$ cat src/shared/sbpa_consts.vh
// Purpose: Shared constants for the split-bus pipeline master.
// Assumes: Included by bare name from every design file that needs it.
// Notes:   Widths, beat counts, pipeline depth and state codes live here.
`ifndef SBPA_CONSTS_VH
`define SBPA_CONSTS_VH

// Physical address width on the interconnect
`define SBPA_ADDR_W      32
// Shared data path width
`define SBPA_DATA_W      64
// Width of the transfer size field in bytes (holds 1..8 and 32)
`define SBPA_TSIZE_W     6
// Width of the user size request
`define SBPA_CSIZE_W     4
// Smallest and largest single-beat transfer in bytes
`define SBPA_MIN_BYTES   4'h1
`define SBPA_MAX_BYTES   4'h8
// Burst length in bytes and its beat counter
`define SBPA_BURST_BYTES 6'h20
`define SBPA_BEAT_W      2
`define SBPA_LAST_BEAT   2'h3
// Acked address tenures that may wait for their data tenure
`define SBPA_PIPE_DEPTH  2
`define SBPA_PIPE_PTR_W  1
// Entry kept per acked tenure: {write, burst}
`define SBPA_ENTRY_W     2
`define SBPA_ENTRY_WR    1
`define SBPA_ENTRY_BU    0

// Address tenure states
`define SBPA_A_IDLE      2'h0
`define SBPA_A_REQ       2'h1
`define SBPA_A_XFER      2'h2
// Data tenure states
`define SBPA_D_IDLE      2'h0
`define SBPA_D_REQ       2'h1
`define SBPA_D_XFER      2'h2

`endif
$ cat src/hdl/sbpa_master.v
// Purpose: Bus master that drives the split-transaction interconnect arbiter.
// Assumes: Arbiter and slaves run on sys_clk_i; sys_rst_i is synchronous.
// Notes:   Address and data tenures run as two machines joined by a queue.
//
// Interconnect rules this block works under
// 32-bit address, 64-bit shared data path
// Address and data tenures run independently
// Arbiter allows two acked tenures outstanding
// Data tenures finish in address order
// Arbiter offers three parking options
// Single 1-8 bytes or 4-beat 32-byte burst
// Eight priority levels, LRU among equals
// Core, DMA, PCI may master everything
// Only owning slave acknowledges the address
// Master runs data tenure after address ack
// Each tenure: arbitrate, transfer, terminate
// Address and data owners may differ
// Address termination is done or retry
// Win data bus before any data tenure
// Sample data on reads, drive on writes
// Every beat terminated; burst ends last beat
// Address pipeline switchable by configuration
// Arbiter acks and regrants before data ends
// Pipeline disable bit 31, reset disabled
// Third grant waits for first tenure done
// No parking: no grant without request
// Retried address tenure is arbitrated again
`timescale 1ns/1ps
`default_nettype none
`include "sbpa_consts.vh"

module sbpa_master #(
    parameter AW     = `SBPA_ADDR_W,
    parameter DW     = `SBPA_DATA_W,
    parameter QDEPTH = `SBPA_PIPE_DEPTH,
    parameter QPTR_W = `SBPA_PIPE_PTR_W
) (
    input  wire                       sys_clk_i,
    input  wire                       sys_rst_i,
    // User command side
    input  wire                       cmd_valid_i,
    output wire                       cmd_ready_o,
    input  wire                       cmd_write_i,
    input  wire                       cmd_burst_i,
    input  wire [`SBPA_CSIZE_W-1:0]   cmd_size_i,
    input  wire [AW-1:0]              cmd_addr_i,
    output wire                       cmd_err_o,
    input  wire [DW-1:0]              wd_data_i,
    output wire                       wd_take_o,
    output wire [DW-1:0]              rd_data_o,
    output wire                       rd_valid_o,
    output wire                       rd_last_o,
    output wire                       done_o,
    // Address tenure pins
    output wire                       abus_req_o,
    input  wire                       abus_grant_i,
    output wire                       ts_o,
    output wire [AW-1:0]              addr_o,
    output wire                       tt_write_o,
    output wire                       tburst_o,
    output wire [`SBPA_TSIZE_W-1:0]   tsize_o,
    input  wire                       aack_i,
    input  wire                       aretry_i,
    // Data tenure pins
    output wire                       dbus_req_o,
    input  wire                       dbus_grant_i,
    input  wire [DW-1:0]              data_i,
    output wire [DW-1:0]              data_o,
    output wire                       data_oe_n_o,
    input  wire                       ta_i
);

    // Legal size check, shared by accept and error paths
    function size_ok;
        input                      burst;
        input [`SBPA_CSIZE_W-1:0]  size;
        begin
            size_ok = burst | ((size >= `SBPA_MIN_BYTES) && (size <= `SBPA_MAX_BYTES));
        end
    endfunction

    // Address machine state
    reg  [1:0]                a_state_q;   // Address tenure phase
    reg  [AW-1:0]             addr_q;      // Address being offered
    reg                       write_q;     // Direction of that address
    reg                       burst_q;     // Burst flag of that address
    reg  [`SBPA_TSIZE_W-1:0]  tsize_q;     // Byte count of that address
    reg                       ts_q;        // Start strobe of address transfer
    reg                       err_q;       // Refused command pulse
    // Data machine state
    reg  [1:0]                d_state_q;   // Data tenure phase
    reg  [`SBPA_BEAT_W-1:0]   beat_q;      // Beat within the tenure
    reg  [DW-1:0]             wdata_q;     // Write data on the bus
    reg                       oe_n_q;      // Data drive enable, low drives
    reg  [DW-1:0]             rdata_q;     // Captured read beat
    reg                       rvalid_q;    // Read beat pulse
    reg                       rlast_q;     // Last read beat flag
    reg                       done_q;      // Data tenure finished pulse
    // Queue wiring
    wire                      q_push;      // Address tenure acked
    wire                      q_pop;       // Oldest data tenure finished
    wire [`SBPA_ENTRY_W-1:0]  q_head;      // Oldest pending tenure
    wire                      q_empty;     // Nothing pending
    wire                      q_full;      // Pipeline slots used up
    wire                      head_wr;     // Oldest is a write
    wire                      head_bu;     // Oldest is a burst
    wire                      last_beat;   // Current beat ends the tenure
    wire                      cmd_take;    // Command accepted this cycle
    wire                      d_start;     // Data bus won this cycle

    // at most two acked tenures wait for data
    assign cmd_ready_o = (a_state_q == `SBPA_A_IDLE) & ~q_full;
    assign cmd_take    = cmd_valid_i & cmd_ready_o;
    assign cmd_err_o   = err_q;

    // address arbitration phase requests the bus
    assign abus_req_o  = (a_state_q == `SBPA_A_REQ);
    assign ts_o        = ts_q;
    // 32-bit address out
    assign addr_o      = addr_q;
    assign tt_write_o  = write_q;
    assign tburst_o    = burst_q;
    assign tsize_o     = tsize_q;

    // acked address becomes a pending data tenure
    assign q_push = (a_state_q == `SBPA_A_XFER) & aack_i & ~aretry_i;

    // Address tenure machine
    always @(posedge sys_clk_i) begin
        if (sys_rst_i) begin
            a_state_q <= `SBPA_A_IDLE;
            addr_q    <= {AW{1'b0}};
            write_q   <= 1'b0;
            burst_q   <= 1'b0;
            tsize_q   <= {`SBPA_TSIZE_W{1'b0}};
            ts_q      <= 1'b0;
            err_q     <= 1'b0;
        end else begin
            ts_q  <= 1'b0;
            err_q <= 1'b0;
            case (a_state_q)
                `SBPA_A_IDLE: begin
                    // only single 1-8 bytes or 32-byte bursts
                    if (cmd_take) begin
                        if (size_ok(cmd_burst_i, cmd_size_i)) begin
                            addr_q    <= cmd_addr_i;
                            write_q   <= cmd_write_i;
                            burst_q   <= cmd_burst_i;
                            tsize_q   <= cmd_burst_i ? `SBPA_BURST_BYTES :
                                         {2'h0, cmd_size_i};
                            a_state_q <= `SBPA_A_REQ;
                        end else begin
                            // Illegal size is dropped and flagged
                            err_q <= 1'b1;
                        end
                    end
                end
                `SBPA_A_REQ: begin
                    // Grant starts the address transfer phase
                    if (abus_grant_i) begin
                        ts_q      <= 1'b1;
                        a_state_q <= `SBPA_A_XFER;
                    end
                end
                `SBPA_A_XFER: begin
                    // only owning slave acks
                    // termination is either done or retry
                    if (aack_i) begin
                        if (aretry_i) begin
                            // retry re-arbitrates same tenure
                            a_state_q <= `SBPA_A_REQ;
                        end else begin
                            a_state_q <= `SBPA_A_IDLE;
                        end
                    end
                end
                default: begin
                    a_state_q <= `SBPA_A_IDLE;
                end
            endcase
        end
    end

    // queue keeps data tenures in address order
    sbpa_order_q #(
        .W     (`SBPA_ENTRY_W),
        .DEPTH (QDEPTH),
        .PTR_W (QPTR_W)
    ) u_order_q (
        .sys_clk_i   (sys_clk_i),
        .sys_rst_i   (sys_rst_i),
        .push_i      (q_push),
        .push_data_i ({write_q, burst_q}),
        .pop_i       (q_pop),
        .head_o      (q_head),
        .empty_o     (q_empty),
        .full_o      (q_full)
    );

    assign head_wr = q_head[`SBPA_ENTRY_WR];
    assign head_bu = q_head[`SBPA_ENTRY_BU];

    // single ends at its one beat, burst at fourth
    assign last_beat = ~head_bu | (beat_q == `SBPA_LAST_BEAT);

    // data tenure only after winning the data bus
    assign dbus_req_o = (d_state_q == `SBPA_D_REQ);
    assign d_start    = dbus_req_o & dbus_grant_i;
    assign q_pop      = (d_state_q == `SBPA_D_XFER) & ta_i & last_beat;

    // Next write beat is consumed at grant and at each non-final ack
    assign wd_take_o  = head_wr & (d_start |
                        ((d_state_q == `SBPA_D_XFER) & ta_i & ~last_beat));

    assign data_o      = wdata_q;
    assign data_oe_n_o = oe_n_q;
    assign rd_data_o   = rdata_q;
    assign rd_valid_o  = rvalid_q;
    assign rd_last_o   = rlast_q;
    assign done_o      = done_q;

    // data tenure machine runs apart from the address one
    always @(posedge sys_clk_i) begin
        if (sys_rst_i) begin
            d_state_q <= `SBPA_D_IDLE;
            beat_q    <= {`SBPA_BEAT_W{1'b0}};
            wdata_q   <= {DW{1'b0}};
            oe_n_q    <= 1'b1;
            rdata_q   <= {DW{1'b0}};
            rvalid_q  <= 1'b0;
            rlast_q   <= 1'b0;
            done_q    <= 1'b0;
        end else begin
            rvalid_q <= 1'b0;
            rlast_q  <= 1'b0;
            done_q   <= 1'b0;
            case (d_state_q)
                `SBPA_D_IDLE: begin
                    // Oldest acked tenure goes to data arbitration
                    if (~q_empty) begin
                        d_state_q <= `SBPA_D_REQ;
                    end
                end
                `SBPA_D_REQ: begin
                    if (dbus_grant_i) begin
                        beat_q    <= {`SBPA_BEAT_W{1'b0}};
                        d_state_q <= `SBPA_D_XFER;
                        // writes drive the data lines
                        if (head_wr) begin
                            wdata_q <= wd_data_i;
                            oe_n_q  <= 1'b0;
                        end
                    end
                end
                `SBPA_D_XFER: begin
                    // each beat waits for its termination
                    if (ta_i) begin
                        // reads sample the data lines
                        if (~head_wr) begin
                            rdata_q  <= data_i;
                            rvalid_q <= 1'b1;
                            rlast_q  <= last_beat;
                        end
                        if (last_beat) begin
                            oe_n_q    <= 1'b1;
                            done_q    <= 1'b1;
                            d_state_q <= `SBPA_D_IDLE;
                        end else begin
                            beat_q <= beat_q + {{(`SBPA_BEAT_W-1){1'b0}}, 1'b1};
                            if (head_wr) begin
                                wdata_q <= wd_data_i;
                            end
                        end
                    end
                end
                default: begin
                    d_state_q <= `SBPA_D_IDLE;
                end
            endcase
        end
    end

endmodule // sbpa_master
`default_nettype wire

$ cat src/hdl/sbpa_order_q.v
// Purpose: In-order queue of acked address tenures awaiting their data tenure.
// Assumes: DEPTH is a power of two and PTR_W is its log2.
// Notes:   Head entry is the oldest tenure; pop only when its data is done.
`timescale 1ns/1ps
`default_nettype none
`include "sbpa_consts.vh"

module sbpa_order_q #(
    parameter W     = `SBPA_ENTRY_W,
    parameter DEPTH = `SBPA_PIPE_DEPTH,
    parameter PTR_W = `SBPA_PIPE_PTR_W
) (
    input  wire             sys_clk_i,
    input  wire             sys_rst_i,
    input  wire             push_i,
    input  wire [W-1:0]     push_data_i,
    input  wire             pop_i,
    output wire [W-1:0]     head_o,
    output wire             empty_o,
    output wire             full_o
);

    reg  [W-1:0]     mem_q [0:DEPTH-1];  // Entry storage
    reg  [PTR_W-1:0] wptr_q;             // Next slot to fill
    reg  [PTR_W-1:0] rptr_q;             // Oldest entry
    reg  [PTR_W:0]   count_q;            // Entries held
    wire             do_push;            // Accepted push
    wire             do_pop;             // Accepted pop

    // Guard against over- and underflow
    assign do_push = push_i & ~full_o;
    assign do_pop  = pop_i & ~empty_o;
    assign empty_o = (count_q == {(PTR_W+1){1'b0}});
    assign full_o  = (count_q == DEPTH[PTR_W:0]);
    assign head_o  = mem_q[rptr_q];

    // Storage write; no reset needed, count guards reads
    always @(posedge sys_clk_i) begin
        if (do_push) begin
            mem_q[wptr_q] <= push_data_i;
        end
    end

    // Pointers and occupancy
    always @(posedge sys_clk_i) begin
        if (sys_rst_i) begin
            wptr_q  <= {PTR_W{1'b0}};
            rptr_q  <= {PTR_W{1'b0}};
            count_q <= {(PTR_W+1){1'b0}};
        end else begin
            if (do_push) begin
                wptr_q <= wptr_q + {{(PTR_W-1){1'b0}}, 1'b1};
            end
            if (do_pop) begin
                rptr_q <= rptr_q + {{(PTR_W-1){1'b0}}, 1'b1};
            end
            // Simultaneous push and pop keeps the count
            if (do_push & ~do_pop) begin
                count_q <= count_q + {{PTR_W{1'b0}}, 1'b1};
            end else if (do_pop & ~do_push) begin
                count_q <= count_q - {{PTR_W{1'b0}}, 1'b1};
            end
        end
    end

endmodule // sbpa_order_q
`default_nettype wire

$ cat config.mk
export PLATFORM = sky130hd
export DESIGN_NAME = sbpa_master
export DESIGN_NICKNAME = d
export VERILOG_FILES = /design/src/hdl/sbpa_master.v /design/src/hdl/sbpa_order_q.v
export VERILOG_INCLUDE_DIRS = /design/src /design/src/shared
export SDC_FILE = /design/constraint.sdc
export NUM_CORES = 1
export LEC_CHECK = 0
export BUFFER_PORTS_ARGS = -buffer_cell sky130_fd_sc_hd__buf_2
export CAP_MARGIN = 20
export CORE_AREA = 2 2 135 137
export CTS_CLUSTER_DIAMETER = 80
export DETAILED_ROUTE_END_ITERATION = 8
export DIE_AREA = 0 0 137 139
export HOLD_SLACK_MARGIN = 0.12
export PLACE_DENSITY_LB_ADDON = 0.1
export REMOVE_ABC_BUFFERS = 1
export SYNTH_ARGS = -nofsm -noshare
export SYNTH_HDL_FRONTEND = slang
export SYNTH_SLANG_ARGS = --single-unit
$ cat constraint.sdc
create_clock -name sys_clk_i -period 2.2 [get_ports sys_clk_i]
set_input_delay 0.44 -clock sys_clk_i [delete_from_list [all_inputs] [get_ports sys_clk_i]]
set_output_delay 0.44 -clock sys_clk_i [all_outputs]
set_load 0.05 [all_outputs]
Yosys cells after proc, flatten, opt, wreduce, memory -nomap -nowiden
Memory sizes are Yosys's and may differ from the RTL's. A register that Yosys moved wholly into a read port is not among the register bits.
Cells that the tools add are included.
{"block": "word_totals", "word_cells": 123, "mem_bits_rw": 4, "inputBits": 174, "ff_bits": 184, "out_inout_bits": 178, "n_memories": 1}
{"memory": "u_order_q.mem_q", "depth": 2, "width": 2, "read_ports": 1, "rd_clocked_by_memory_dff": 1, "wr": 1, "line": "sbpa_order_q.v:23", "source": "reg [W-1:0] mem_q [0:DEPTH-1];"}
{"block": "op_classes", "bitwise_logic": 29, "n_mux": 36, "n_addsub": 5, "eq_ne": 16, "order_cmp": 2, "n_reduce_logical": 16}
{"operator": "$mux 64", "count": 4}
{"operator": "$pmux 64 s2", "count": 1}
{"operator": "$mux 2", "count": 13}
{"operator": "$and 1x1->1", "count": 13}
{"operator": "$mux 1", "count": 13}
{"operator": "$not 1->1", "count": 13}
{"operator": "$ne 2x2->1 const B", "count": 6}
{"operator": "$pmux 2 s3", "count": 2}
{"operator": "$reduce_and 4->1", "count": 3}
{"operator": "$eq 2x2->1 const B", "count": 4}
{"operator": "$ne 2x1->1 const B", "count": 4}
{"operator": "$logic_not 2->1", "count": 3}
{"operator": "$mux 6", "count": 1}
{"operator": "$reduce_and 3->1", "count": 2}
{"operator": "$reduce_or 3->1", "count": 2}
{"operator": "$reduce_and 5->1", "count": 1}
{"operator": "$add 2x1->2 const B", "count": 2}
{"operator": "$eq 2x1->1 const B", "count": 2}
{"operator": "$ge 4x1->1 const B", "count": 1}
{"operator": "$le 4x4->1 const B", "count": 1}
{"operator": "$pmux 2 s2", "count": 1}
{"operator": "$reduce_bool 2->1", "count": 2}
{"operator": "$reduce_or 4->1", "count": 1}
{"operator": "$or 1x1->1", "count": 3}
{"operator": "5 further kinds", "count": 6}

Depth between registers and ports, before layout
{"block": "logic_depth", "depth_word": 8, "depth_mapped": 7}

Modules after synthesis
A second synthesis with hierarchy kept.
{"block": "hier_totals", "hier_cells": 825, "hier_area_um2": 7495.9}
{"mod": "sbpa_master", "area_each_um2": 7135.6, "n_inst": 1, "cells_each": 794, "seq_area_each_um2": 3563.4}
{"mod": "sbpa_order_q", "area_each_um2": 360.3, "n_inst": 1, "cells_each": 31, "seq_area_each_um2": 220.2}

Worst setup path after synthesis
No wires, ideal clock.
{"block": "synth_path", "kind": "reg-to-output", "startpoint": "register beat_q[0]", "endpoint": "output port wd_take_o", "path_buffers": 2, "required_ns": 1.760, "t_arrival_ns": 1.861, "setup_slack_ns": -0.101, "stages_incl_launch_ff": 6, "path_cell_list": "dfxtp_1 > ha_1 > o31a_4 > buf_6 > buf_6 > nor2_1"}
{"block": "synth_between", "elab_chain_cells": 6}
{"item": "start: declaration", "line": "sbpa_master.v:92", "source": "reg [`SBPA_BEAT_W-1:0] beat_q;"}
{"item": "start signal: assignment", "line": "sbpa_master.v:226", "source": "beat_q <= {`SBPA_BEAT_W{1'b0}};"}
{"item": "start signal: assignment", "line": "sbpa_master.v:246", "source": "beat_q <= {`SBPA_BEAT_W{1'b0}};"}
{"item": "start signal: assignment", "line": "sbpa_master.v:269", "source": "beat_q <= beat_q + {{(`SBPA_BEAT_W-1){1'b0}}, 1'b1};"}
{"item": "$eq 2x2->1 (no source line)"}
{"item": "$or 1x1->1", "line": "sbpa_master.v:204", "source": "assign last_beat = ~head_bu | (beat_q == `SBPA_LAST_BEAT);"}
{"item": "$not 1->1", "line": "sbpa_master.v:213", "source": "((d_state_q == `SBPA_D_XFER) & ta_i & ~last_beat));"}
{"item": "$and 1x1->1", "line": "sbpa_master.v:213"}
{"item": "$or 1x1->1", "line": "sbpa_master.v:212", "source": "assign wd_take_o = head_wr & (d_start |"}
{"item": "$and 1x1->1", "line": "sbpa_master.v:212"}
{"item": "end: declaration", "line": "sbpa_master.v:49", "source": "output wire wd_take_o,"}
Every way passes these cells.

==> impl_metrics.toml <==
[sta]
worst_slew_pin_slew_ps = 633
tightest_slew_margin_relative_to_the_limit_pct = 57.8
final.min_clock_period_ps = 2130
timing.hold.ws_ps = 245
hold_viol_final = 0
setup_violations = 0
timing.setup.tns_ps = 0
final.setup_skew_ps = 12.7
share_of_the_cycle_needed_by_the_critical_path_after_routing_pct = 96.7
max_freq_mhz = 470
slew_viol_final = 0
grt_setup_unrepaired = "no"

[yosys]
synth.yosys.seq_area_share_pct = 53.3
synth_top_family_by_area = "compound AO/OA/AOI/OAI gates"
xor_and_xnor_area_share_after_synthesis_pct = 0.493
yosys.area_share.simple_pct = 17.3
share_of_the_synthesized_area_in_compound_gates_ao_oa_aoi_oai_pct = 21.5
synthesized_area_fraction_occupied_by_adder_cells_pct = 0.352
yosys_register_bits = 187
avgSynthCellArea_um2 = 8.47
yosys.cell_types.count = 49
ys_async_sr_fraction_pct = 0
syn_area_mm2 = 0.00710
dominant_register_cell_in_the_synthesized_netlist = "sky130_fd_sc_hd__dfxtp_1"
cells_after_synthesis = 838
synth_edf_count = 4
yosys-mux-area-fraction_pct = 0.793
yosysWarningCount = 0

[clocking]
cts.root.buffer_cell = "sky130_fd_sc_hd__clkbuf_16"
cts_buffers = 17
clk-insertion-delay-late_ps = 420
cts_max_level = 4
clock_sinks = 187
tritoncts = "built"
worst_setup_hold_path_clk_slew_ps = 70
max-clock-path-buffers = 2

[layout]
fill_cells = 1748
final_layout_size_suffix_gt1_share_pct = 36.5
final_cell_mix = "348 x sky130_fd_sc_hd__buf_2, 182 x sky130_fd_sc_hd__dfxtp_1, 170 x sky130_fd_sc_hd__a21oi_1"
nets = 1326
syn_to_final_growth_pct = 36.0
most_common_library_cell_in_the_layout_ignoring_fill_and_taps = "sky130_fd_sc_hd__buf_2"
layout.cells.non_filler = 1395

[pwr]
static-leakage-power_nw = 4.19
worst_ir_drop_vdd_v = 0.000506
total_power_per_unit_cell_area_mw_per_mm2 = 764

[placed_design]
portBuffers = 350
gp_congestion = 0.789
placed_cells = 1358
dp_hpwl_um = 15200

[global_route]
global_route.overflow_total = 0
grt_first_pass_wirelength_um = 33800
grt_max_degree = 79
antenna_violations_before_repair = 4
groute.usage.overall_pct = 22.4
grt_pass1_vias = 6426

[worst_hold_path]
hold_path_class = "input port to flop"

[floorplanning]
num_rows = 49
placeableCoreArea_mm2 = 0.0177
die_height_um = 139
die-area_mm2 = 0.0190
io_pins = 352
floorplan.initialDensity_pct = 40.2
die-width_um = 137

[detailed_routing]
detailroute.wirelength.met3_um = 2020
vias = 7030
routed_wl_um = 22200
drt-pass1-iter-count = 5
route.layer.met1.wl_um = 9020
viasPerCell = 5.04
final_antenna_net_count = 0
wire_length_on_met2_um = 10500
route.top_layer_used = "met4"
post_drt_wl_per_cell_um = 15.9
drc = 0
violation_count_after_the_first_detailed_routing_iteration = 523

[worst_setup_path]
crit_path_end_kind = "primary output"
crit_required_ps = 1760
critPathArrivalTime_ps = 1690
worstSetupStartpointType = "flop"
critical_path.max_fanout = 4
worstSetupPathType = "flop to primary output"

[run]
max_cap_viol_count = 0

[outcome]
outcome = "complete, no violations"
[power breakdown]
part / switching [mW] / internal, mW / total [mW]
Clock: 1.32 / 1.83 / 3.15
Combinational: 0.497 / 0.239 / 0.736
Sequential: 0.0316 / 3.45 / 3.49
[worst paths after layout]
path                  from            end  slack, ps  cells after the start
max reg2reg           flop     data_o[40]        360                      7
max                   flop      wd_take_o         70                      5
min reg2reg  rd_data_o[47]  rd_data_o[47]        450                      2
min           dbus_grant_i   d_state_q[0]        250                      2
[flip-flops by register name (all words and copies together) (netlist names), 2 cells and up, named ones only]
signal             cells
data_o                64
rd_data_o             64
addr_o                32
tsize_o                4
u_order_q.mem_q        4
a_state_q              2
beat_q                 2
d_state_q              2
u_order_q.count_q      2
[synthesized netlist by cell type (2+ instances only)]
| library cell | count | share of area (%) |
|---|---|---|
| sky130_fd_sc_hd__a21oi_1 | 170 | 12 |
| sky130_fd_sc_hd__nor2_1 | 12 | 0.63 |
| sky130_fd_sc_hd__ha_1 | 2 | 0.35 |
| sky130_fd_sc_hd__buf_4 | 15 | 1.6 |
| sky130_fd_sc_hd__xor2_1 | 3 | 0.37 |
| sky130_fd_sc_hd__inv_1 | 6 | 0.32 |
| sky130_fd_sc_hd__nand4b_1 | 4 | 0.49 |
| sky130_fd_sc_hd__o21ai_1 | 18 | 1.3 |
| sky130_fd_sc_hd__nor2b_1 | 5 | 0.44 |
| sky130_fd_sc_hd__mux2_2 | 2 | 0.32 |
| sky130_fd_sc_hd__nor3_1 | 4 | 0.28 |
| sky130_fd_sc_hd__o21ai_2 | 6 | 0.74 |
| sky130_fd_sc_hd__nand3_1 | 98 | 6.9 |
| sky130_fd_sc_hd__mux2i_1 | 2 | 0.28 |
| sky130_fd_sc_hd__o21ai_0 | 80 | 5.6 |
| sky130_fd_sc_hd__buf_2 | 25 | 1.8 |
| sky130_fd_sc_hd__dfxtp_1 | 183 | 52 |
| sky130_fd_sc_hd__edfxtp_1 | 4 | 1.7 |
| sky130_fd_sc_hd__buf_6 | 4 | 0.63 |
| sky130_fd_sc_hd__clkbuf_1 | 33 | 1.7 |
| sky130_fd_sc_hd__nand2_1 | 134 | 7.1 |
[cell families after synthesis]
family                     after synthesis
DFF                                    187
other                                    1
muxes                                    5
buffers and inverters                   86
adders and majority gates                2
AOI/OAI and AO/OA                      285
xor gates and xnor gates                 4
and+or+nand+nor                        268
[critical path: stages, from the launching register on]
cell and delay [ps]:
sky130_fd_sc_hd__dfxtp_4 340, sky130_fd_sc_hd__mux2i_2 150, sky130_fd_sc_hd__buf_4 160, sky130_fd_sc_hd__o31a_4 360
sky130_fd_sc_hd__nor2_2 90, sky130_fd_sc_hd__buf_6 170
[metal layers]
metal	vias to the layer above	GRT usage, %
met2	275	35.5
met1	3192	27.2
met4	0	9.88
met5	-	0
li1	3524	-
met3	39	7.68
[through the flow]
step	total power, mW	utilization (%)	setup slack [ps]	area [um^2]
CTS	7.47	54.6	15.4	9640
floorplan	3.93	-	-2720	6690
detailed placement	4.30	51.0	240	9010
global placement	4.30	51.0	243	9010
finish	7.37	54.7	71.7	9660
global route	7.64	54.7	10.0	9660
[timing repair]
| item | 4_1_cts | 5_1_grt |
|---|---|---|
| hold buffers | 0 | 0 |
| endpoints found under the setup margin | 1 | 1 |
| pin swaps | 1 | 0 |
| resized for setup | 4 | 1 |
| endpoints found under the hold margin | 0 | 0 |
| setup buffers | 1 | 1 |
[layout make-up]
type,instances,area (um^2),area share (%)
diodes,4,10.0,0.104
clock buffers,19,443,4.59
clock inverters,12,164,1.70
inverters,7,26.3,0.272
multi-input cells,565,2910,30.2
flip-flops and latches,187,3790,39.2
well taps,229,287,2.97
repair buffers,372,2030,21.0
No activity file was read; power rests on OpenSTA's default activity.
